## src/shared/dlc_pkg.sv

```systemverilog
// Constants and types for the terminal-side lead control block.
// Assumes a single 100 MHz system clock; no imports, use dlc_pkg::name.
package dlc_pkg;

   // ----------------------------------------------------------------
   // Configuration encodings
   // ----------------------------------------------------------------
   typedef enum logic [1:0] {
      DLC_IF_V35   = 2'h0,
      DLC_IF_RS449 = 2'h1,
      DLC_IF_X21   = 2'h2,
      DLC_IF_HSSI  = 2'h3
   } dlc_if_type_t;

   // Code value equals the number of half-second steps
   typedef enum logic [2:0] {
      DLC_TGL_NONE = 3'h0,
      DLC_TGL_0P5  = 3'h1,
      DLC_TGL_1P0  = 3'h2,
      DLC_TGL_1P5  = 3'h3,
      DLC_TGL_2P0  = 3'h4
   } dlc_toggle_t;

   typedef enum logic [1:0] {
      DLC_LEAD_ASSERT   = 2'h0,
      DLC_LEAD_DEASSERT = 2'h1,
      DLC_LEAD_AUTO     = 2'h2
   } dlc_lead_mode_t;

   typedef enum logic {
      DLC_TXSRC_DEVICE   = 1'h0,
      DLC_TXSRC_TERMINAL = 1'h1
   } dlc_tx_src_t;

   typedef enum logic {
      DLC_ST_RUN  = 1'h0,
      DLC_ST_HOLD = 1'h1
   } dlc_state_t;

   // ----------------------------------------------------------------
   // Values after reset
   // ----------------------------------------------------------------
   localparam dlc_if_type_t DLC_RST_IF_TYPE = DLC_IF_V35;
   localparam dlc_toggle_t DLC_RST_TOGGLE = DLC_TGL_NONE;
   localparam dlc_lead_mode_t DLC_RST_LSD_MODE = DLC_LEAD_AUTO;
   localparam dlc_lead_mode_t DLC_RST_CA_MODE = DLC_LEAD_AUTO;
   localparam dlc_tx_src_t DLC_RST_TX_SRC = DLC_TXSRC_TERMINAL;
   localparam logic DLC_RST_TX_INV = 1'h0;
   localparam logic DLC_RST_RX_INV = 1'h0;

   // ----------------------------------------------------------------
   // Timing
   // ----------------------------------------------------------------
   localparam int unsigned DLC_CLK_HZ = 100_000_000;
   localparam int unsigned DLC_TOGGLE_STEP_MS = 500;
   localparam int unsigned DLC_TOGGLE_STEP_CYCLES = DLC_CLK_HZ / 1000 * DLC_TOGGLE_STEP_MS;

   // Index of each synchronised clock input
   localparam int DLC_CK_DEV = 0;
   localparam int DLC_CK_TERM = 1;
   localparam int DLC_CK_X21X = 2;
   localparam int DLC_CK_RX = 3;
   localparam int DLC_CK_NUM = 4;

endpackage

```

## src/hw/dlc_lead_control.sv

```systemverilog
// Terminal-side lead and clock control for an inverse multiplexer port.
// Assumes config inputs and network status are on ref_clk; the clock
// inputs come from other domains and are oversampled by ref_clk.
//
// Operation
// - Four interface types, V.35 after reset
// - Rate change drops presence lead for interval
// - Interval none/0.5/1.0/1.5/2.0 s, default none
// - Port out of service or loopback triggers
// - Toggled lead: detect lead, or HSSI available
// - Tx source select, independent clock inversion
// - X.21 uses S out, X in
// - Detect lead asserted, deasserted or automatic
// - Automatic detect follows clean network signal
// - X.21 indication carries detect; default automatic
// - HSSI automatic: any network signal active
`timescale 1ns/1ps
module dlc_lead_control #(
   parameter int NET_PORTS = 8,
   parameter int unsigned TOGGLE_STEP_CYCLES = dlc_pkg::DLC_TOGGLE_STEP_CYCLES
) (
   input wire logic ref_clk, // System clock, 100 MHz
   input wire logic reset, // Synchronous, active high
   input wire logic [1:0] cfg_if_type, // Interface type select
   input wire logic [2:0] cfg_toggle_sel, // Toggle interval select
   input wire logic cfg_tx_clk_src, // 0 device clock, 1 returned clock
   input wire logic cfg_tx_clk_inv, // Invert transmit clock
   input wire logic cfg_rx_clk_inv, // Invert receive clock
   input wire logic [1:0] cfg_lsd_mode, // Detect lead mode
   input wire logic [1:0] cfg_ca_mode, // HSSI available lead mode
   input wire logic [NET_PORTS-1:0] net_port_in_service, // Per network port in service
   input wire logic [NET_PORTS-1:0] net_signal_active, // Per network port signal present
   input wire logic net_link_up, // Clean signal from network
   input wire logic net_loopback, // Network loopback set
   input wire logic device_clock_ref, // Device transmit clock source
   input wire logic terminal_returned_tx_clock, // Returned clock from terminal
   input wire logic x21_x_clock, // X.21 X clock from terminal
   input wire logic rx_clock_ref, // Receive clock source
   output logic device_tx_clock, // Device transmit clock lead
   output logic x21_s_clock, // X.21 S clock lead
   output logic tx_sample_clock, // Selected, polarised transmit clock
   output logic tx_clock_rise, // One-cycle strobe on its rising edge
   output logic rx_clock, // Polarised receive clock lead
   output logic line_signal_detect_lead, // Detect lead, V.35 and RS-449
   output logic x21_indication_lead, // X.21 indication lead
   output logic hssi_available_lead, // HSSI available lead
   output logic toggle_active // Rate-change interval running
);

   // ----------------------------------------------------------------
   // Configuration capture
   // ----------------------------------------------------------------
   dlc_pkg::dlc_if_type_t if_type_q;
   dlc_pkg::dlc_toggle_t toggle_sel_q;
   dlc_pkg::dlc_lead_mode_t lsd_mode_q;
   dlc_pkg::dlc_lead_mode_t ca_mode_q;
   dlc_pkg::dlc_tx_src_t tx_src_q;
   logic tx_inv_q;
   logic rx_inv_q;

   always_ff @(posedge ref_clk) begin
      if (reset) begin
         if_type_q <= dlc_pkg::DLC_RST_IF_TYPE;
         toggle_sel_q <= dlc_pkg::DLC_RST_TOGGLE;
         lsd_mode_q <= dlc_pkg::DLC_RST_LSD_MODE;
         ca_mode_q <= dlc_pkg::DLC_RST_CA_MODE;
         tx_src_q <= dlc_pkg::DLC_RST_TX_SRC;
         tx_inv_q <= dlc_pkg::DLC_RST_TX_INV;
         rx_inv_q <= dlc_pkg::DLC_RST_RX_INV;
      end else begin
         if_type_q <= dlc_pkg::dlc_if_type_t'(cfg_if_type);
         toggle_sel_q <= dlc_pkg::dlc_toggle_t'(cfg_toggle_sel);
         lsd_mode_q <= dlc_pkg::dlc_lead_mode_t'(cfg_lsd_mode);
         ca_mode_q <= dlc_pkg::dlc_lead_mode_t'(cfg_ca_mode);
         tx_src_q <= dlc_pkg::dlc_tx_src_t'(cfg_tx_clk_src);
         tx_inv_q <= cfg_tx_clk_inv;
         rx_inv_q <= cfg_rx_clk_inv;
      end
   end

   // ----------------------------------------------------------------
   // Rate change detection
   // ----------------------------------------------------------------
   logic [NET_PORTS-1:0] svc_prev_q;
   logic loop_prev_q;
   logic rate_change;
   logic [2:0] steps;

   always_ff @(posedge ref_clk) begin
      if (reset) begin
         svc_prev_q <= '0;
         loop_prev_q <= 1'h0;
      end else begin
         svc_prev_q <= net_port_in_service;
         loop_prev_q <= net_loopback;
      end
   end

   // Failure and operator removal both show as in-service falling
   assign rate_change = (|(svc_prev_q & ~net_port_in_service)) | (net_loopback & ~loop_prev_q);

   // Codes above 2.0 s are treated as none rather than a longer hold
   assign steps = (toggle_sel_q > dlc_pkg::DLC_TGL_2P0) ? 3'h0 : toggle_sel_q;

   // ----------------------------------------------------------------
   // Toggle interval timer
   // ----------------------------------------------------------------
   dlc_pkg::dlc_state_t state_q;
   logic [31:0] elapsed_q;
   logic [31:0] target_q;

   always_ff @(posedge ref_clk) begin
      if (reset) begin
         state_q <= dlc_pkg::DLC_ST_RUN;
         elapsed_q <= 32'h0;
         target_q <= 32'h0;
      end else if (rate_change && steps != 3'h0) begin
         // A change inside a running hold starts it afresh
         state_q <= dlc_pkg::DLC_ST_HOLD;
         elapsed_q <= 32'h0;
         target_q <= 32'(steps) * 32'(TOGGLE_STEP_CYCLES);
      end else begin
         case (state_q)
            dlc_pkg::DLC_ST_RUN: begin
               elapsed_q <= 32'h0;
            end
            dlc_pkg::DLC_ST_HOLD: begin
               if (elapsed_q == target_q - 32'h1) begin
                  state_q <= dlc_pkg::DLC_ST_RUN;
                  elapsed_q <= 32'h0;
               end else begin
                  elapsed_q <= elapsed_q + 32'h1;
               end
            end
            default: begin
               state_q <= dlc_pkg::DLC_ST_RUN;
            end
         endcase
      end
   end

   // ----------------------------------------------------------------
   // Signal presence leads
   // ----------------------------------------------------------------
   logic lsd_level;
   logic ca_level;
   logic lsd_q;
   logic ind_q;
   logic ca_q;
   logic hold_q;

   function automatic logic lead_level(input dlc_pkg::dlc_lead_mode_t mode, input logic auto_level);
      case (mode)
         dlc_pkg::DLC_LEAD_ASSERT: lead_level = 1'h1;
         dlc_pkg::DLC_LEAD_DEASSERT: lead_level = 1'h0;
         dlc_pkg::DLC_LEAD_AUTO: lead_level = auto_level;
         default: lead_level = 1'h0;
      endcase
   endfunction

   assign lsd_level = lead_level(lsd_mode_q, net_link_up);
   assign ca_level = lead_level(ca_mode_q, |net_signal_active);

   always_ff @(posedge ref_clk) begin
      if (reset) begin
         lsd_q <= 1'h0;
         ind_q <= 1'h0;
         ca_q <= 1'h0;
         hold_q <= 1'h0;
      end else begin
         hold_q <= (state_q == dlc_pkg::DLC_ST_HOLD);
         // The hold overrides even a forced assert
         lsd_q <= (if_type_q == dlc_pkg::DLC_IF_V35 || if_type_q == dlc_pkg::DLC_IF_RS449)
                  && lsd_level && state_q == dlc_pkg::DLC_ST_RUN;
         ind_q <= (if_type_q == dlc_pkg::DLC_IF_X21) && lsd_level && state_q == dlc_pkg::DLC_ST_RUN;
         ca_q <= (if_type_q == dlc_pkg::DLC_IF_HSSI) && ca_level && state_q == dlc_pkg::DLC_ST_RUN;
      end
   end

   // ----------------------------------------------------------------
   // Clock input sampling
   // ----------------------------------------------------------------
   logic [dlc_pkg::DLC_CK_NUM-1:0] ck_raw;
   logic [dlc_pkg::DLC_CK_NUM-1:0] ck_s1_q;
   logic [dlc_pkg::DLC_CK_NUM-1:0] ck_s2_q;
   logic [dlc_pkg::DLC_CK_NUM-1:0] ck_s3_q;
   logic [dlc_pkg::DLC_CK_NUM-1:0] ck_q;

   assign ck_raw = {rx_clock_ref, x21_x_clock, terminal_returned_tx_clock, device_clock_ref};

   // A level counts only once two late stages agree, filtering sampling glitches
   always_ff @(posedge ref_clk) begin
      if (reset) begin
         ck_s1_q <= '0;
         ck_s2_q <= '0;
         ck_s3_q <= '0;
         ck_q <= '0;
      end else begin
         ck_s1_q <= ck_raw;
         ck_s2_q <= ck_s1_q;
         ck_s3_q <= ck_s2_q;
         for (int i = 0; i < dlc_pkg::DLC_CK_NUM; i++) begin
            if (ck_s2_q[i] == ck_s3_q[i]) begin
               ck_q[i] <= ck_s3_q[i];
            end
         end
      end
   end

   // ----------------------------------------------------------------
   // Clock routing and polarity
   // ----------------------------------------------------------------
   logic ret_clk;
   logic tx_sel;
   logic dev_q;
   logic s_q;
   logic txs_q;
   logic rise_q;
   logic rx_q;

   // In X.21 the returned clock arrives on X instead
   assign ret_clk = (if_type_q == dlc_pkg::DLC_IF_X21) ? ck_q[dlc_pkg::DLC_CK_X21X] : ck_q[dlc_pkg::DLC_CK_TERM];
   assign tx_sel = ((tx_src_q == dlc_pkg::DLC_TXSRC_DEVICE) ? ck_q[dlc_pkg::DLC_CK_DEV] : ret_clk) ^ tx_inv_q;

   always_ff @(posedge ref_clk) begin
      if (reset) begin
         dev_q <= 1'h0;
         s_q <= 1'h0;
         txs_q <= 1'h0;
         rise_q <= 1'h0;
         rx_q <= 1'h0;
      end else begin
         // Device clock leaves on S in X.21, on its own lead otherwise
         dev_q <= (if_type_q != dlc_pkg::DLC_IF_X21) && (tx_src_q == dlc_pkg::DLC_TXSRC_DEVICE)
                  && ck_q[dlc_pkg::DLC_CK_DEV];
         s_q <= (if_type_q == dlc_pkg::DLC_IF_X21) && (tx_src_q == dlc_pkg::DLC_TXSRC_DEVICE)
                && ck_q[dlc_pkg::DLC_CK_DEV];
         txs_q <= tx_sel;
         rise_q <= tx_sel & ~txs_q;
         rx_q <= ck_q[dlc_pkg::DLC_CK_RX] ^ rx_inv_q;
      end
   end

   assign device_tx_clock = dev_q;
   assign x21_s_clock = s_q;
   assign tx_sample_clock = txs_q;
   assign tx_clock_rise = rise_q;
   assign rx_clock = rx_q;
   assign line_signal_detect_lead = lsd_q;
   assign x21_indication_lead = ind_q;
   assign hssi_available_lead = ca_q;
   assign toggle_active = hold_q;

   // ----------------------------------------------------------------
   // Assertions
   // ----------------------------------------------------------------
   property p_default_if;
      @(posedge ref_clk) $past(reset) && !reset |-> if_type_q == dlc_pkg::DLC_IF_V35 && lsd_mode_q == dlc_pkg::DLC_LEAD_AUTO;
   endproperty
   a_default_if: assert property (p_default_if) else $error("config defaults wrong after reset");

   property p_hold_start;
      @(posedge ref_clk) disable iff (reset) rate_change && steps != 3'h0 |=> state_q == dlc_pkg::DLC_ST_HOLD ##1 toggle_active;
   endproperty
   a_hold_start: assert property (p_hold_start) else $error("rate change did not start hold");

   property p_no_toggle;
      @(posedge ref_clk) disable iff (reset)
         state_q == dlc_pkg::DLC_ST_RUN && toggle_sel_q == dlc_pkg::DLC_TGL_NONE |=> state_q == dlc_pkg::DLC_ST_RUN;
   endproperty
   a_no_toggle: assert property (p_no_toggle) else $error("hold started with interval none");

   property p_duration;
      @(posedge ref_clk) disable iff (reset)
         $fell(state_q == dlc_pkg::DLC_ST_HOLD) |-> $past(elapsed_q) == $past(target_q) - 32'h1
         && $past(target_q) == 32'($past(steps)) * 32'(TOGGLE_STEP_CYCLES);
   endproperty
   a_duration: assert property (p_duration) else $error("hold length wrong");

   property p_loop_trigger;
      @(posedge ref_clk) disable iff (reset) $rose(net_loopback) && steps != 3'h0 |=> state_q == dlc_pkg::DLC_ST_HOLD;
   endproperty
   a_loop_trigger: assert property (p_loop_trigger) else $error("loopback did not trigger hold");

   property p_leads_low;
      @(posedge ref_clk) disable iff (reset)
         state_q == dlc_pkg::DLC_ST_HOLD |=> !line_signal_detect_lead && !x21_indication_lead && !hssi_available_lead;
   endproperty
   a_leads_low: assert property (p_leads_low) else $error("presence lead high during hold");

   property p_rx_inv;
      @(posedge ref_clk) disable iff (reset) ##2 rx_clock == ($past(ck_q[dlc_pkg::DLC_CK_RX]) ^ $past(rx_inv_q));
   endproperty
   a_rx_inv: assert property (p_rx_inv) else $error("rx clock polarity wrong");

   property p_x21_s;
      @(posedge ref_clk) disable iff (reset) if_type_q == dlc_pkg::DLC_IF_X21 |=> !device_tx_clock && !line_signal_detect_lead;
   endproperty
   a_x21_s: assert property (p_x21_s) else $error("non X.21 lead driven in X.21 mode");

   property p_auto_lsd;
      @(posedge ref_clk) disable iff (reset)
         state_q == dlc_pkg::DLC_ST_RUN && lsd_mode_q == dlc_pkg::DLC_LEAD_AUTO && if_type_q == dlc_pkg::DLC_IF_V35
         |=> line_signal_detect_lead == $past(net_link_up);
   endproperty
   a_auto_lsd: assert property (p_auto_lsd) else $error("auto detect lead not following link");

   property p_x21_ind;
      @(posedge ref_clk) disable iff (reset)
         state_q == dlc_pkg::DLC_ST_RUN && lsd_mode_q == dlc_pkg::DLC_LEAD_ASSERT && if_type_q == dlc_pkg::DLC_IF_X21
         |=> x21_indication_lead;
   endproperty
   a_x21_ind: assert property (p_x21_ind) else $error("X.21 indication not asserted");

   property p_hssi_auto;
      @(posedge ref_clk) disable iff (reset)
         state_q == dlc_pkg::DLC_ST_RUN && ca_mode_q == dlc_pkg::DLC_LEAD_AUTO && if_type_q == dlc_pkg::DLC_IF_HSSI
         |=> hssi_available_lead == $past(|net_signal_active);
   endproperty
   a_hssi_auto: assert property (p_hssi_auto) else $error("HSSI available not following signals");

   property p_restart;
      @(posedge ref_clk) disable iff (reset)
         state_q == dlc_pkg::DLC_ST_HOLD && rate_change && steps != 3'h0 |=> elapsed_q == 32'h0;
   endproperty
   a_restart: assert property (p_restart) else $error("hold not restarted");

   c_hold: cover property (@(posedge ref_clk) disable iff (reset) $rose(toggle_active));
   c_restart: cover property (@(posedge ref_clk) disable iff (reset) state_q == dlc_pkg::DLC_ST_HOLD && rate_change);
   c_hssi_hold: cover property (@(posedge ref_clk) disable iff (reset)
      if_type_q == dlc_pkg::DLC_IF_HSSI && $fell(toggle_active));

endmodule

```

## config.mk

```make
export PLATFORM = sky130hd
export DESIGN_NAME = dlc_lead_control
export DESIGN_NICKNAME = d
export VERILOG_FILES = /design/src/shared/dlc_pkg.sv /design/src/hw/dlc_lead_control.sv
export SDC_FILE = /design/constraint.sdc
export NUM_CORES = 1
export LEC_CHECK = 0
export ABC_AREA = 1
export ABC_CLOCK_PERIOD_IN_PS = 4000
export BUFFER_PORTS_ARGS = -buffer_cell sky130_fd_sc_hd__buf_2
export CELL_PAD_IN_SITES_DETAIL_PLACEMENT = 1
export CELL_PAD_IN_SITES_GLOBAL_PLACEMENT = 2
export CORE_MARGIN = 8
export CORE_UTILIZATION = 34
export DETAILED_ROUTE_END_ITERATION = 7
export PLACE_DENSITY = 0.77
export SLEW_MARGIN = 20
export SYNTH_ARGS = -nofsm -noshare
export SYNTH_HDL_FRONTEND = slang
export SYNTH_SLANG_ARGS = --single-unit
```

## constraint.sdc

```tcl
create_clock -name ref_clk -period 4 [get_ports ref_clk]
set_input_delay 0.6 -clock ref_clk [delete_from_list [all_inputs] [get_ports ref_clk]]
set_output_delay 0.6 -clock ref_clk [all_outputs]
set_load 0.005 [all_outputs]
```

Word level (Yosys, flattened, before mapping)
Cells that the tools add are included.

Equality and inequality tests: 11. $lt $le $gt $ge: 1. $mul: 1. Bitwise logic cells: 11. Reduce and logical (&&, ||, !) cells: 19. Add/subtract/negate cells: 2. Muxes and demuxes: 10.

Operator list (count): one-hot mux 32 bit (2 select lines) (1); adder 32 x 1 -> 32 bit (second input constant) (1); == test 32 bit (1); 2-to-1 mux 32 bit (1); subtractor 29 x 1 -> 30 bit (second input constant) (1); multiplier 3 x 19 -> 22 bit (second input constant) (1); OR reduction 8 bit (2); logical AND 1 bit (11); AND 8 bit (1); == test 2 bit (second input constant) (4); inverter 8 bit (1); logical NOT 2 bit (3); 2-to-1 mux 1 bit (5); == test 1 bit (4); inverter 1 bit (4); one-hot mux 1 bit (2 select lines) (2); > comparator 3 bit (second input constant) (1); 2-to-1 mux 3 bit (1); nonzero test 3 bit (1); AND 1 bit (2); == test 2 x 1 -> 1 bit (second input constant) (1); != test 2 bit (second input constant) (1); OR reduction 2 bit (1); bitwise XOR 1 bit (2); other kinds (2) (2).

Register bits after elaboration: 101. Word-level logic and storage cells: 83.

Logic depth before layout (Yosys ltp)
Depth after elaboration: 6. Depth in mapped cells: 18.

Least setup slack after synthesis
No wires, ideal clock.

Path type: reg-to-reg. Start: register toggle_sel_q[2]. End: register target_q[26]. Clock period less this slack: 2.867 ns. Setup slack: 1.133 ns. Required time: 3.872 ns. Cell stages (with the launch flop): 16. Buffers on the path: 0. Library setup time: 0.128 ns. Data arrival time: 2.740 ns. Cells stage by stage: dfxtp_1 inv_1 o21ai_0 fa_1 inv_1 ha_1 inv_1 fa_1 o21ai_1 o21bai_1 o21ai_1 nand2_1 nand2_1 nor2_1 nor2_1 nor2_1.

Word-level cells in the longest chain between the ends: 4. Elaborated cells on any way between the ends: 5. Classes of those cells: mul: 1; order compare: 1; mux: 1; reduce/logical: 2.

RTL lines: start, declared (RTL line dlc_lead_control.sv:54) `dlc_pkg::dlc_toggle_t toggle_sel_q;`; start signal, assigned (RTL line dlc_lead_control.sv:64) `toggle_sel_q <= dlc_pkg::DLC_RST_TOGGLE;`; start signal, assigned (RTL line dlc_lead_control.sv:72) `toggle_sel_q <= dlc_pkg::dlc_toggle_t'(cfg_toggle_sel);`; > comparator 3 bit (RTL line dlc_lead_control.sv:103) `assign steps = (toggle_sel_q > dlc_pkg::DLC_TGL_2P0) ? 3'h0 : toggle_sel_q;`; 2-to-1 mux 3 bit (*) (RTL line dlc_lead_control.sv:103); parallel branches: the longest is 2 deep, another holds multiplier 3 x 19 -> 22 bit; end signal, assigned (RTL line dlc_lead_control.sv:121) `target_q <= 32'(steps) * 32'(TOGGLE_STEP_CYCLES);`; end, declared (RTL line dlc_lead_control.sv:110) `logic [31:0] target_q;`.

Mark *: on every way between the ends. A chain may end at the register's enable or synchronous reset.

Final worst setup path
Start: register toggle_sel_q[1]. End: register target_q[27].

Word-level cells in the longest chain between the ends: 4. Elaborated cells on any way between the ends: 5. Classes of those cells: mul: 1; order compare: 1; mux: 1; reduce/logical: 2.

RTL lines: > comparator 3 bit (*) (RTL line dlc_lead_control.sv:103); 2-to-1 mux 3 bit (*) (RTL line dlc_lead_control.sv:103); net steps[2] (RTL line dlc_lead_control.sv:87) `logic [2:0] steps;`; parallel branches: the longest is 2 deep, another holds multiplier 3 x 19 -> 22 bit.

Mark *: on every way through the listed nets, which the timed path passes.

==> flow_summary.toml <==
[outcome]
outcome = "finished, final reports clean"

[place]
dp_hpwl_um = 12300
portBuffers = 44
gp_congestion = 0.8914

[die]
io_pins = 45
die_area_sq_um = 19880
die_w_um = 141
rows = 45
start_util = 0.3482
core_region_area_sq_um = 15260
fp.dieH_um = 141

[cells_and_area]
antenna_cells = 0
finish.utilization = 0.3935
area_delta_synth_final_pct = 13.02
finalNetCount = 849
drive_above_1_share = 0.1336

[critical_path]
critical_path.top_delay_family = "simple AND/OR/NAND/NOR gates"
cp_num_cells = 18
crit_type = "reg -> reg"
cp_slowest_cell = "fa_1"
cp_slowest_stage_delay_ns = 0.56
crit_required_ns = 4.25
path_buf_inv = 6
path_common_cell = "inv_1"
rr_worst_depth = 18
critPathCaptureType = "register"
cp_max_fo = 6
cp_cell_sequence = "nor2_1 > inv_2 > nor2_4 > inv_2 > fa_1 > inv_1 > ha_1 > inv_1 > nor2_1 > nand2_1 > nor2_1 > inv_1 > o21ai_0 > a21oi_1 > xor2_1 > nand2_1 > nand2_1 > inv_1"
startpoint_type = "register"
critical_path_arrival_ns = 3.47

[drt]
wire_per_inst_um = 14.94
vias = 4667
drt_wl_total_um = 15120
drt_pass1_iterations = 4
met1_length_um = 7600
routed.top_layer = "met4"
drc_errors = 0
met3_length_um = 434
ant_nets = 0
viasPerCell = 4.612
dr_wl_met2_um = 6829
initialDrtViolationCount = 189

[synthesis]
ys_seq_area_frac = 0.3693
syn_nets = 807
synth.most_common_cell = "nand2_1"
yosysTopAreaCellShare = 0.3693
synth-main-ff-cell = "dfxtp_1"
avgSynthCellArea_sq_um = 7.037
yosys_warnings = 0
yosysUniqueCellTypes = 38
synth-seq-cells = 98
synth_area_leader_cell = "dfxtp_1"
syn_inst = 755
synthTopCellsByCount = "137 x nand2_1, 126 x inv_1, 124 x nor2_1"
synth_edf_count = 0
synth_area_sq_um = 5313
ys_async_sr_fraction = 0
synthTopCellsByArea = "dfxtp_1 37%, nand2_1 9.7%, inv_1 8.9%"

[timing]
fin_crit_sh = 0.8051
relSlewSlack = 0.3713
rsz0062_at_grt = "false"
fin_skew_ns = 0.008401
maxSlewViolCount = 0
setup_viol = 0
finalHoldViolCount = 0
tns_ns = 0
fin_crit_ns = 3.221
worst_pin_slew_ns = 0.9344
fmax_mhz = 310.5

[cts]
cts_tree = "yes"
clkTransAtPathRegs_ns = 0.07
cts_resized = 0
clock_latency_ns = 0.35
cts_setup_buffers = 0
cts_buffers = 9
cts_root_buffer = "clkbuf_16"
ctsHoldBuffers = 0
clock_sinks = 98
cts-htree-levels = 3
cts_buffer_depth = 2

[worst_hold_path]
hold_path.class = "reg -> reg"
min_path_cells = 2

[global_routing]
grt_pass1_wl_um = 25180
grt_max_degree = 47
grt_usage = 0.1590
antenna_found_initial = 0
grt_pass1_vias = 4918
grt.overflow.total = 0

[pwr]
p_leak_nw = 2.651
total_power_mw = 2.376
ir_drop_v = 0.0002104
power_density_nw_per_um2 = 395.7

[run]
max_cap_viol_count = 0
[layout make-up]
class                           instances  area (sq um)
Clock inverter                          6         68.82
Sequential cell                        98          1962
Multi-Input combinational cell        511          2754
Timing Repair Buffer                   47         242.7
Clock buffer                            9         225.2
Fill cell                            1970          9254
Tap cell                              211         264.0
Inverter                              130         488.0
[stage by stage]
stage / hold WS (ns) / instance area, sq um / setup slack (ns) / std cells
after floorplan: 0.3883 / 5313 / 1.133 / 755
after global placement: 0.3913 / 5710 / 0.8777 / 997
after detailed placement: 0.3963 / 5710 / 0.7937 / 997
after CTS: 0.4063 / 6005 / 0.7858 / 1012
after global routing: 0.4185 / 6005 / 0.4063 / 1012
final: 0.4038 / 6005 / 0.7794 / 1012
[worst min-delay path: cells and delay by family (launching register included)]
kind,cells,cell delay [ns]
DFF,1,0.30
buffers and inverters,1,0.04
and+or+nand+nor,1,0.03
[cells in the final DEF (no fill, tap or decap), types with 2 or more instances in the layout]
master and n:
o21bai_1 3, clkbuf_16 9, a211oi_1 2, nand2_2 4
xor2_1 45, buf_2 44, buf_4 3, xnor2_1 14
inv_1 126, nor3_1 14, o21ai_1 3, nor2_2 20
nand3_2 4, a21oi_1 27, nand3_1 31, nor3_2 4
nor2_1 124, nand3b_1 3, fa_1 3, or2_2 5
nor4_1 6, dfxtp_1 98, nand2_1 137, o21ai_0 26
nor2_4 3, nand4_1 14, clkinvlp_4 4, inv_2 4
ha_1 13
[final timing paths]
kind	slack [ns]	from	endpoint
worst max-delay path	0.78	toggle_sel_q[1]$_SDFF_PP0_	target_q[27]$_SDFFE_PP0P_
worst min-delay path	0.40	ck_s1_q[0]$_SDFF_PP0_	ck_s2_q[0]$_SDFF_PP0_
worst max register to register	0.78	toggle_sel_q[1]$_SDFF_PP0_	target_q[27]$_SDFFE_PP0P_
worst min register to register	0.40	ck_s1_q[0]$_SDFF_PP0_	ck_s2_q[0]$_SDFF_PP0_
[power by group]
group          switching [mW]  internal [mW]
Clock                   0.396          0.483
Sequential             0.0381           1.02
Combinational           0.287          0.153
[flip-flops by register name, indices dropped and copies added (netlist names), 2 cells and up]
name	cells
if_type_q	2
ck_s1_q	4
ck_s2_q	4
toggle_sel_q	3
lsd_mode_q	2
ca_mode_q	2
ck_q	4
target_q	19
svc_prev_q	8
ck_s3_q	4
elapsed_q	32
[routing by layer]
metal,vias up,global-route usage
met5,-,0
met4,0,0.05769
met3,18,0.02667
met2,48,0.2519
met1,2205,0.2126
li1,2396,-
[logic make-up after synthesis]
family	Yosys count	synth area share
adder cells (fa/ha/maj)	16	0.04192
AND/OR/NAND/NOR	370	0.3123
XOR/XNOR	59	0.09727
buffers and inverters	146	0.1123
AO/OA/AOI/OAI	66	0.06689
flip-flops	98	0.3693
Power figures use the tool's default switching activity.
